### config.mk
export PLATFORM = sky130hd
export DESIGN_NAME = mfio_ports
export DESIGN_NICKNAME = d
export VERILOG_FILES = /design/src/common/mfio_pkg.sv /design/src/logic/mfio_ports.sv /design/src/logic/mfio_sync.sv
export SDC_FILE = /design/constraint.sdc
export NUM_CORES = 1
export LEC_CHECK = 0
export BUFFER_PORTS_ARGS = -buffer_cell sky130_fd_sc_hd__buf_2
export CORE_ASPECT_RATIO = 1.5
export CORE_MARGIN = 4
export CORE_UTILIZATION = 50
export DETAILED_ROUTE_END_ITERATION = 8
export HOLD_SLACK_MARGIN = 0.12
export PLACE_DENSITY = 0.74
export SLEW_MARGIN = 20
export SYNTH_ARGS = -nofsm -noshare
export SYNTH_HDL_FRONTEND = slang
export SYNTH_SLANG_ARGS = --single-unit
### constraint.sdc
create_clock -name CLK_SYS -period 5.6 [get_ports CLK_SYS]
set_clock_uncertainty 0.1 [all_clocks]
set_input_delay 0.56 -clock CLK_SYS [delete_from_list [all_inputs] [get_ports CLK_SYS]]
set_output_delay 0.56 -clock CLK_SYS [all_outputs]
set_load 0.005 [all_outputs]
### src/common/mfio_pkg.sv
`default_nettype none
// ------------------------------------------------------------
// register map and field constants
// ------------------------------------------------------------
package mfio_pkg;
	localparam int ADDR_W = 12;
	localparam int DATA_W = 8;

	localparam logic [11:0] OFS_SER_LATCH = 12'h004;
	localparam logic [11:0] OFS_I2C_LATCH = 12'h005;
	localparam logic [11:0] OFS_AN_LATCH = 12'h006;
	localparam logic [11:0] OFS_SER_DRIVE = 12'h00A;
	localparam logic [11:0] OFS_SER_PINS = 12'h00E;
	localparam logic [11:0] OFS_I2C_PINS = 12'h00F;
	localparam logic [11:0] OFS_AN_DIR = 12'hF9B;
	localparam logic [11:0] OFS_AN_IEN = 12'hF9C;
	localparam logic [11:0] OFS_KEY_SEL = 12'hFA0;

	localparam logic [7:0] RST_SER_LATCH = 8'hFF;
	localparam logic [7:0] RST_SER_DRIVE = 8'h00;
	localparam logic [7:0] RST_I2C_LATCH = 8'hFF;
	localparam logic [7:0] RST_AN_LATCH = 8'h00;
	localparam logic [7:0] RST_AN_DIR = 8'h00;
	localparam logic [7:0] RST_AN_IEN = 8'hFF;
	localparam logic [7:0] RST_KEY_SEL = 8'h00;
	localparam logic [7:0] RD_UNMAPPED = 8'h00;

	localparam int SER_W = 8;
	localparam int I2C_W = 5;
	localparam int AN_W = 8;
	// key-on wakeup lives on the upper nibble of the analog port
	localparam int KEY_LO = 4;
	localparam int KEY_N = 4;
endpackage
`default_nettype wire

### src/logic/mfio_ports.sv
// The address-and-strobe port was left to the implementer.
`timescale 1ns/1ps
`default_nettype none
module mfio_ports #(
	parameter int SER_W = mfio_pkg::SER_W,
	parameter int I2C_W = mfio_pkg::I2C_W,
	parameter int AN_W = mfio_pkg::AN_W
) (
	input wire logic CLK_SYS, // system clock, 50 MHz
	input wire logic RESET_N, // async reset, active low
	input wire logic [11:0] REG_ADDR, // register address
	input wire logic [7:0] REG_WDATA, // write data
	input wire logic REG_WR, // write strobe
	input wire logic REG_RD, // read strobe
	output logic [7:0] REG_RDATA, // read data, cycle after strobe
	input wire logic [SER_W-1:0] SER_FUNC_OUT, // serial/uart drive, 1 idle
	input wire logic [I2C_W-1:0] I2C_FUNC_OUT, // i2c drive, 1 idle
	input wire logic [SER_W-1:0] SER_PIN_IN, // serial port pin levels
	output logic [SER_W-1:0] SER_PIN_OUT, // serial port pin drive level
	output logic [SER_W-1:0] SER_PIN_OE_N, // serial port enable, low drives
	input wire logic [I2C_W-1:0] I2C_PIN_IN, // i2c port pin levels
	output logic [I2C_W-1:0] I2C_PIN_OUT, // i2c port pin drive level
	output logic [I2C_W-1:0] I2C_PIN_OE_N, // i2c port enable, low drives
	input wire logic [AN_W-1:0] AN_PIN_IN, // analog port pin levels
	output logic [AN_W-1:0] AN_PIN_OUT, // analog port pin drive level
	output logic [AN_W-1:0] AN_PIN_OE_N, // analog port enable, low drives
	output logic [SER_W-1:0] SER_PIN_LEVEL, // synced pins to peripherals
	output logic [I2C_W-1:0] I2C_PIN_LEVEL, // synced pins to i2c engine
	output logic [AN_W-1:0] AN_DIG_IN_EN, // digital input path enabled
	output logic [3:0] KEY_WAKE // gated key-on wakeup levels
);
	// ------------------------------------------------------------
	// parameter checks
	// ------------------------------------------------------------
	if (SER_W < 1 || SER_W > mfio_pkg::DATA_W) begin : g_bad_ser
		$error("serial port width out of range");
	end
	if (I2C_W < 1 || I2C_W > mfio_pkg::DATA_W) begin : g_bad_i2c
		$error("i2c port width out of range");
	end
	if (AN_W != mfio_pkg::KEY_LO + mfio_pkg::KEY_N) begin : g_bad_an
		$error("analog port width must cover the wakeup nibble");
	end

	// ------------------------------------------------------------
	// reset release and pin synchronisers
	// ------------------------------------------------------------
	logic rst_n;
	logic [SER_W-1:0] ser_pin_s;
	logic [I2C_W-1:0] i2c_pin_s;
	logic [AN_W-1:0] an_pin_s;

	mfio_sync #(.W(1)) u_rst_sync (
		.clk(CLK_SYS),
		.rst_n(RESET_N),
		.d(1'b1),
		.q(rst_n)
	);
	mfio_sync #(.W(SER_W)) u_ser_sync (
		.clk(CLK_SYS),
		.rst_n(rst_n),
		.d(SER_PIN_IN),
		.q(ser_pin_s)
	);
	mfio_sync #(.W(I2C_W)) u_i2c_sync (
		.clk(CLK_SYS),
		.rst_n(rst_n),
		.d(I2C_PIN_IN),
		.q(i2c_pin_s)
	);
	mfio_sync #(.W(AN_W)) u_an_sync (
		.clk(CLK_SYS),
		.rst_n(rst_n),
		.d(AN_PIN_IN),
		.q(an_pin_s)
	);

	// ------------------------------------------------------------
	// state
	// ------------------------------------------------------------
	typedef struct packed {
		logic [SER_W-1:0] ser_latch;
		logic [SER_W-1:0] ser_drive;
		logic [I2C_W-1:0] i2c_latch;
		logic [AN_W-1:0] an_latch;
		logic [AN_W-1:0] an_dir;
		logic [AN_W-1:0] an_ien;
		logic [3:0] key_sel;
		logic [7:0] rdata;
		logic [SER_W-1:0] ser_out;
		logic [SER_W-1:0] ser_oe_n;
		logic [I2C_W-1:0] i2c_out;
		logic [I2C_W-1:0] i2c_oe_n;
		logic [AN_W-1:0] an_out;
		logic [AN_W-1:0] an_oe_n;
		logic [AN_W-1:0] an_dig_en;
		logic [3:0] wake;
	} mfio_state_t;

	mfio_state_t state_ff;
	mfio_state_t nxt_state;

	function automatic logic hit(input logic [11:0] a,
			input logic [11:0] ofs);
		hit = (a == ofs);
	endfunction

	// ------------------------------------------------------------
	// next state
	// ------------------------------------------------------------
	logic [SER_W-1:0] ser_val;
	logic [I2C_W-1:0] i2c_val;
	logic [7:0] rd_mux;
	logic [7:0] an_view;

	always_comb begin
		nxt_state = state_ff;
		rd_mux = mfio_pkg::RD_UNMAPPED;
		an_view = '0;

		// whole-byte writes: a read-modify-write of an analog input bit stores
		// the pin level, or zero when its input is cut off, read back from the analog data view into the latch
		if (REG_WR) begin
			if (hit(REG_ADDR, mfio_pkg::OFS_SER_LATCH)) begin
				nxt_state.ser_latch = REG_WDATA[SER_W-1:0];
			end
			if (hit(REG_ADDR, mfio_pkg::OFS_SER_DRIVE)) begin
				nxt_state.ser_drive = REG_WDATA[SER_W-1:0];
			end
			if (hit(REG_ADDR, mfio_pkg::OFS_I2C_LATCH)) begin
				nxt_state.i2c_latch = REG_WDATA[I2C_W-1:0];
			end
			if (hit(REG_ADDR, mfio_pkg::OFS_AN_LATCH)) begin
				nxt_state.an_latch = REG_WDATA[AN_W-1:0];
			end
			if (hit(REG_ADDR, mfio_pkg::OFS_AN_DIR)) begin
				nxt_state.an_dir = REG_WDATA[AN_W-1:0];
			end
			if (hit(REG_ADDR, mfio_pkg::OFS_AN_IEN)) begin
				nxt_state.an_ien = REG_WDATA[AN_W-1:0];
			end
			if (hit(REG_ADDR, mfio_pkg::OFS_KEY_SEL)) begin
				nxt_state.key_sel = REG_WDATA[3:0];
			end
		end

		// analog data view: latch, pin, or zero when input is cut off
		for (int i = 0; i < AN_W; i++) begin
			if (state_ff.an_dir[i]) begin
				an_view[i] = state_ff.an_latch[i];
			end else if (state_ff.an_ien[i]) begin
				an_view[i] = an_pin_s[i];
			end else begin
				an_view[i] = 1'b0;
			end
		end

		// undefined upper i2c bits read as zero
		if (REG_RD) begin
			unique case (REG_ADDR)
				mfio_pkg::OFS_SER_LATCH: rd_mux[SER_W-1:0] = state_ff.ser_latch;
				mfio_pkg::OFS_SER_PINS: rd_mux[SER_W-1:0] = ser_pin_s;
				mfio_pkg::OFS_SER_DRIVE: rd_mux[SER_W-1:0] = state_ff.ser_drive;
				mfio_pkg::OFS_I2C_LATCH: rd_mux[I2C_W-1:0] = state_ff.i2c_latch;
				mfio_pkg::OFS_I2C_PINS: rd_mux[I2C_W-1:0] = i2c_pin_s;
				mfio_pkg::OFS_AN_LATCH: rd_mux = an_view;
				mfio_pkg::OFS_AN_DIR: rd_mux[AN_W-1:0] = state_ff.an_dir;
				mfio_pkg::OFS_AN_IEN: rd_mux[AN_W-1:0] = state_ff.an_ien;
				mfio_pkg::OFS_KEY_SEL: rd_mux[3:0] = state_ff.key_sel;
				default: rd_mux = mfio_pkg::RD_UNMAPPED;
			endcase
		end
		nxt_state.rdata = rd_mux;

		// pin drivers follow the new register values in the same edge
		ser_val = nxt_state.ser_latch & SER_FUNC_OUT;
		for (int i = 0; i < SER_W; i++) begin
			if (nxt_state.ser_drive[i]) begin
				nxt_state.ser_out[i] = ser_val[i];
				nxt_state.ser_oe_n[i] = 1'b0;
			end else begin
				nxt_state.ser_out[i] = 1'b0;
				nxt_state.ser_oe_n[i] = ser_val[i];
			end
		end

		// the i2c pins sink only, so the bus can be wire-anded
		i2c_val = nxt_state.i2c_latch & I2C_FUNC_OUT;
		nxt_state.i2c_out = '0;
		nxt_state.i2c_oe_n = i2c_val;

		nxt_state.an_out = nxt_state.an_latch;
		nxt_state.an_oe_n = ~nxt_state.an_dir;
		nxt_state.an_dig_en = ~nxt_state.an_dir & nxt_state.an_ien;

		// wakeup takes the synced level; no filter on the pin itself
		nxt_state.wake = an_pin_s[AN_W-1:mfio_pkg::KEY_LO] &
			nxt_state.key_sel &
			~nxt_state.an_dir[AN_W-1:mfio_pkg::KEY_LO];
	end

	// ------------------------------------------------------------
	// registers
	// ------------------------------------------------------------
	always_ff @(posedge CLK_SYS or negedge rst_n) begin
		if (!rst_n) begin
			state_ff.ser_latch <= SER_W'(mfio_pkg::RST_SER_LATCH);
			state_ff.ser_drive <= SER_W'(mfio_pkg::RST_SER_DRIVE);
			state_ff.i2c_latch <= I2C_W'(mfio_pkg::RST_I2C_LATCH);
			state_ff.an_latch <= AN_W'(mfio_pkg::RST_AN_LATCH);
			state_ff.an_dir <= AN_W'(mfio_pkg::RST_AN_DIR);
			state_ff.an_ien <= AN_W'(mfio_pkg::RST_AN_IEN);
			state_ff.key_sel <= 4'(mfio_pkg::RST_KEY_SEL);
			state_ff.rdata <= mfio_pkg::RD_UNMAPPED;
			state_ff.ser_out <= '0;
			state_ff.ser_oe_n <= '1;
			state_ff.i2c_out <= '0;
			state_ff.i2c_oe_n <= '1;
			state_ff.an_out <= '0;
			state_ff.an_oe_n <= '1;
			state_ff.an_dig_en <= '1;
			state_ff.wake <= '0;
		end else begin
			state_ff <= nxt_state;
		end
	end

	assign REG_RDATA = state_ff.rdata;
	assign SER_PIN_OUT = state_ff.ser_out;
	assign SER_PIN_OE_N = state_ff.ser_oe_n;
	assign I2C_PIN_OUT = state_ff.i2c_out;
	assign I2C_PIN_OE_N = state_ff.i2c_oe_n;
	assign AN_PIN_OUT = state_ff.an_out;
	assign AN_PIN_OE_N = state_ff.an_oe_n;
	assign SER_PIN_LEVEL = ser_pin_s;
	assign I2C_PIN_LEVEL = i2c_pin_s;
	assign AN_DIG_IN_EN = state_ff.an_dig_en;
	assign KEY_WAKE = state_ff.wake;

	// ------------------------------------------------------------
	// checks
	// ------------------------------------------------------------
	a_reset_serial: assert property (
		@(posedge CLK_SYS) $rose(rst_n) |->
			state_ff.ser_latch == SER_W'(mfio_pkg::RST_SER_LATCH) &&
			state_ff.ser_drive == SER_W'(mfio_pkg::RST_SER_DRIVE) &&
			SER_PIN_OE_N == '1)
		else $error("serial port reset values wrong");

	a_reset_i2c_analog: assert property (
		@(posedge CLK_SYS) $rose(rst_n) |->
			state_ff.i2c_latch == I2C_W'(mfio_pkg::RST_I2C_LATCH) &&
			state_ff.an_ien == AN_W'(mfio_pkg::RST_AN_IEN) &&
			AN_PIN_OE_N == '1)
		else $error("i2c or analog reset values wrong");

	a_od_never_high: assert property (
		@(posedge CLK_SYS) disable iff (!rst_n)
		(~SER_PIN_OE_N & SER_PIN_OUT & ~state_ff.ser_drive) == '0)
		else $error("open-drain serial pin driven high");

	a_latch_write_next: assert property (
		@(posedge CLK_SYS) disable iff (!rst_n)
		REG_WR && REG_ADDR == mfio_pkg::OFS_SER_LATCH &&
			REG_WDATA[SER_W-1:0] == '0 && SER_FUNC_OUT == '1 |=>
			state_ff.ser_latch == '0 && SER_PIN_OE_N == '0 &&
			SER_PIN_OUT == '0)
		else $error("serial latch write did not reach pins next edge");

	a_ser_latch_read: assert property (
		@(posedge CLK_SYS) disable iff (!rst_n)
		REG_RD && REG_ADDR == mfio_pkg::OFS_SER_LATCH |=>
			REG_RDATA[SER_W-1:0] == $past(state_ff.ser_latch) ##1
			REG_RDATA == mfio_pkg::RD_UNMAPPED || $past(REG_RD))
		else $error("serial latch read wrong");

	a_ser_pin_read: assert property (
		@(posedge CLK_SYS) disable iff (!rst_n)
		REG_RD && REG_ADDR == mfio_pkg::OFS_SER_PINS |=>
			REG_RDATA[SER_W-1:0] == $past(ser_pin_s))
		else $error("serial pin-level read wrong");

	a_i2c_upper_zero: assert property (
		@(posedge CLK_SYS) disable iff (!rst_n)
		REG_RD && (REG_ADDR == mfio_pkg::OFS_I2C_LATCH ||
			REG_ADDR == mfio_pkg::OFS_I2C_PINS) |=>
			REG_RDATA[7:I2C_W] == '0)
		else $error("i2c upper read bits not zero");

	a_an_read_view: assert property (
		@(posedge CLK_SYS) disable iff (!rst_n)
		REG_RD && REG_ADDR == mfio_pkg::OFS_AN_LATCH |=>
			(REG_RDATA & $past(~state_ff.an_dir & ~state_ff.an_ien)) == '0
			&& (REG_RDATA & $past(state_ff.an_dir)) ==
			($past(state_ff.an_latch) & $past(state_ff.an_dir)))
		else $error("analog data read view wrong");

	a_an_dir_drive: assert property (
		@(posedge CLK_SYS) disable iff (!rst_n)
		REG_WR && REG_ADDR == mfio_pkg::OFS_AN_DIR |=>
			AN_PIN_OE_N == ~$past(REG_WDATA[AN_W-1:0]) &&
			AN_PIN_OUT == state_ff.an_latch)
		else $error("analog direction write not on pins");

	a_key_wake_gate: assert property (
		@(posedge CLK_SYS) disable iff (!rst_n)
		(KEY_WAKE & ~(state_ff.key_sel &
			~state_ff.an_dir[AN_W-1:mfio_pkg::KEY_LO])) == '0)
		else $error("key wakeup passed an unselected line");
endmodule
`default_nettype wire

### src/logic/mfio_sync.sv
`timescale 1ns/1ps
`default_nettype none
// ------------------------------------------------------------
// two-stage synchroniser, async reset to zero
// ------------------------------------------------------------
module mfio_sync #(
	parameter int W = 1
) (
	input wire logic clk, // sampling clock
	input wire logic rst_n, // async reset, active low
	input wire logic [W-1:0] d, // asynchronous input
	output logic [W-1:0] q // synchronised output
);
	logic [W-1:0] meta_ff;
	logic [W-1:0] sync_ff;

	// first stage feeds only the second stage
	always_ff @(posedge clk or negedge rst_n) begin
		if (!rst_n) begin
			meta_ff <= '0;
			sync_ff <= '0;
		end else begin
			meta_ff <= d;
			sync_ff <= meta_ff;
		end
	end

	assign q = sync_ff;
endmodule
`default_nettype wire

# Word level (Yosys, flattened, before mapping)
# Index checks and enable logic that the tools add are counted.
classes:
  mux: 44
  bitwise: 7
  reduce_logical: 1
  eq_ne: 9
ops:
  columns: ["operator", "n"]
  rows:
  - ["2-to-1 mux 49 bit", 1]
  - ["2-to-1 mux 8 bit", 6]
  - ["equality test 12 bit, second input constant", 3]
  - ["equality test 12 x 3 -> 1 bit, second input constant", 3]
  - ["equality test 12 x 4 -> 1 bit, second input constant", 3]
  - ["one-hot mux 4 bit (9 select lines)", 1]
  - ["2-to-1 mux 1 bit", 32]
  - ["one-hot mux 3 bit (6 select lines)", 1]
  - ["AND 8 bit", 2]
  - ["AND 4 bit", 2]
  - ["inverter 8 bit", 1]
  - ["one-hot mux 1 bit (8 select lines)", 1]
  - ["AND 5 bit", 1]
  - ["2-to-1 mux 5 bit", 1]
  - ["2-to-1 mux 4 bit", 1]
  - ["inverter 4 bit", 1]
  - ["AND reduction 2 bit", 1]
word_totals:
  ff_bits: 142
  in_bits: 58

# Longest topological paths before layout
logic_depth:
  ltp_word: 5
  mapped_depth: 7
  ltp_nobuf: 4

# Cells and area by module
# From an unflattened synthesis, not the netlist that was laid out.
hier_totals:
  cells_unflattened: 486
  hier_area_um2: 6082.1
modules_own_cells:
  columns: ["mod", "area_per_inst_um2", "instances", "cells_per_inst"]
  rows:
  - ["mfio_ports", 4981.0, 1, 442]
  - ["mfio_sync (u_an_sync ...)", 400.4, 2, 16]
  - ["mfio_sync (u_i2c_sync)", 250.2, 1, 10]
  - ["mfio_sync (u_rst_sync)", 50.0, 1, 2]

# Worst setup path before layout
# No wires, ideal clock.
synth_path:
  path_type: "in2reg"
  startpoint: "in REG_ADDR[8]"
  endpoint: "reg state_ff (netlist bit AN_PIN_OUT[4])"
  setup_ns: 0.125
  arrival_ns: 2.262
  n_path_buf: 1
  required_time_ns: 5.375
  path_stages: 5
  path_slack_ns: 3.113
  cell_sequence: "or4_1 > buf_2 > nor3_4 > nor3b_4 > mux2_2"
synth_via:
  elab_chain_cells: 2
synth_rtl:
  columns: ["item", "line", "rtl"]
  rows:
  - ["start, declared", "mfio_ports.sv:11", "input wire logic [11:0] REG_ADDR,"]
  - ["equality test 12 x 3 -> 1 bit", "mfio_ports.sv:105", "hit = (a == ofs);"]
  - ["AND reduction 2 bit (no source line)", null, null]
  - ["end signal, assigned", "mfio_ports.sv:224", "state_ff <= nxt_state;"]
  - ["end, declared", "mfio_ports.sv:100", "mfio_state_t state_ff;"]
# No other way between the ends.
# A chain may end at the register's enable or synchronous reset.

# Final worst setup path
layout_path:
  startpoint: "in REG_ADDR[8]"
  endpoint: "reg state_ff (netlist bit AN_PIN_OUT[7])"
# The elaborated chain is that of the path after synthesis.

==> results.ini <==
[global_route]
grt.total_usage_pct=21.5
grt_first_pass_wirelength_um=22800
grt.met2_usage_pct=38.2
gr-usage-met3_pct=4.55
antenna_found_initial=0
use_met1_pct=23.9
grt_max_degree=84
grt-ovfl-total=0
busiest_layer=met2
grt_pass1_vias=4198

[final_layout]
multi_input_area_mm2=0.00183
n_fill_cell=997
final_cell_mix=127 x buf_2, 91 x dfrtp_1, 50 x dfstp_2
antennaDiodeCount=0
register_area_mm2=0.00362
drive_gt1_share_pct=45.9
area_growth_syn_to_layout_pct=15.8
final_common_cell=buf_2
nets=620
fin_cells=728

[die]
rows=49
core_area_mm2=0.0120
start_util_pct=50.7
io-pin-count=133
die_h_um=143
die_w_um=97.9
die_area_mm2=0.0140

[yosys]
synthMuxAreaShare_pct=9.04
synth_top_family_by_area=simple AND/OR/NAND/NOR gates
synth_compound_area_share_pct=8.90
yosys.area_share.adder_pct=0
synth_seq_cells=142
synth-simple-area-share_pct=11.9
ys_types=46
synth_seq_area_share_pct=59.7
synth_area_mm2=0.00606
synth-xor-area-share_pct=0
synth_cells=494
avgSynthCellArea_um2=12.3
yosys_warnings=0

[sta]
max_slew_margin_pct=33.8
period_minus_slack_ns=2.69
tns_ns=0
worst_pin_slew_ns=0.984
finalHoldViolCount=0
grt_setup_unrepaired=false
drv_slew=0
fmaxAchievable_mhz=372
period_share_pct=48.0
finalSetupViolations=0

[placed_design]
gp_congestion=0.923
placed_cells=694
dp_hpwl_um=10500
io_buffers=127

[critical_path]
rr_startpoint=state_ff[68]
r2r_slack_ns=3.81
required_ns=5.81
endpoint_kind=flop
arrival_ns=2.89
r2r_end=REG_RDATA[2]
path_class=in2reg
rr_worst_depth=4
startpoint_type=input port
worstPathMaxFanout=8

[hold_path]
hp-class=reg2async

[clocking]
root_buffer=clkbuf_16
htree_levels=4
clk_pin_slew_ns=0.06
clkLatencyLatePin_ns=0.42
post_cts_buffers=0
cts_resized=0
clk_path_buf_depth=2
cts_sinks=142
cts-buffers-inserted=17
cts_tree=yes

[pwr]
cellLeakagePower_nw=3.28
ir_worst_vdd_mv=0.219
p_per_area_mw_per_mm2=332
total_power_mw=2.33

[routing]
drt-wirelength-per-cell_um=19.9
drt-initial-drc-count=277
via_per_inst=5.58
totalWireLength_um=14500
drc=0
dr.pass1.iters=5
ant_nets=0
dr_total_vias=4065

[run_status]
status=completed

[flow_run]
maxCapViolations=0

## worst max-delay path, cell delays in order
cell and delay [ns]:
buf_2 0.12, or4_1 0.70, nor3_4 0.45, nor3b_4 0.64, mux2_2 0.41
## final cells by class
cell class,count,share of cell area [%]
Sequential cell,142,51.6
Multi-Input combinational cell,254,26.1
Timing Repair Buffer,131,9.80
Clock buffer,19,6.45
Tap cell,153,2.73
Clock inverter,13,2.50
Inverter,16,0.855
## stage by stage
step	instance area [um^2]	utilization (%)	hold WS, ns	setup slack [ns]
6_report	7020	58.7	0.125	2.91
4_1_cts	6990	58.5	0.128	2.92
2_1_floorplan	6080	-	0.164	1.34
3_3_place_gp	6350	53.2	0.232	2.48
3_5_place_dp	6350	53.2	0.236	2.47
5_1_grt	7020	58.7	0.129	2.87
## flip-flops by register name, summed over array words and instances, names as in the netlist, 8 cells and up
signal,count
AN_PIN_OUT,8
u_an_sync.q,8
u_an_sync.meta_ff,8
u_ser_sync.meta_ff,8
AN_DIG_IN_EN,8
u_ser_sync.q,8
AN_PIN_OE_N,8
state_ff,41
REG_RDATA,8
SER_PIN_OE_N,8
SER_PIN_OUT,8
## synth_stat cells (all sizes together)
cell      n  share of area, %
o21ai    14               1.2
o31ai     1              0.12
nor4      6              0.87
dfrtp    92                38
and4      5              0.74
o2bb2ai   5              0.72
nor2     23               1.4
o211a     1              0.17
nor4bb    4              0.66
a22o     10               1.4
a311oi    2              0.29
nand3     7              0.58
o2111ai   1              0.14
conb      2              0.12
a21oi    13               1.1
nand3b    3              0.37
nor3     18               1.7
or4       2              0.25
a211oi    8              0.99
nand4b    1              0.14
nand2    20               1.2
a32oi     5              0.72
dfstp    50                22
mux2i     3              0.50
and2      7              0.72
nor3b     4              0.68
nor2b    11               1.1
a222oi    5              0.83
and3      1              0.10
clkbuf   15              0.93
nand2b    3              0.31
a21bo     1              0.17
nand4     7              0.72
a22oi     1              0.12
a31oi     2              0.21
inv      16              0.99
and4b     1              0.17
o211ai    6              0.74
and3b     1              0.14
mux2     46               8.5
buf      71               8.4
## power by group
part,switching [mW],internal [mW],leakage (nW),total [mW]
clock network,0.446,0.734,0.302,1.18
logic,0.0595,0.0321,1.27,0.0916
registers,0.0123,1.05,1.70,1.06
total,0.518,1.81,3.28,2.33
## logic make-up after synthesis
kind of cell | Yosys count
muxes | 49
other | 2
and+or+nand+nor | 124
DFF | 142
AOI/OAI and AO/OA | 75
buffers and inverters | 102
## worst max-delay path by stage
stage	start	endpoint	slack, ns	cells after the start
final	REG_ADDR[8]	AN_PIN_OUT[7]	2.91	5
after global routing	REG_ADDR[8]	AN_PIN_OUT[7]	2.87	5
after CTS	REG_ADDR[8]	AN_PIN_OUT[7]	2.92	5
after detailed placement	REG_ADDR[8]	AN_PIN_OUT[7]	2.47	5
after global placement	REG_ADDR[8]	AN_PIN_OUT[3]	2.48	5
after floorplan	u_rst_sync.q	AN_PIN_OUT[0]	1.34	0
## timing repair
| item | CTS | global route |
|---|---|---|
| hold buffers | 1 | 0 |
| setup endpoints to repair | 0 | 0 |
| hold endpoints to repair | 2 | 0 |
## layer usage
metal	routed length, um	share of wire (%)
met1	5350	37
met2	7700	53
met3	822	5.7
met4	602	4.2
met5	0	0
Power figures use the tool's default switching activity.
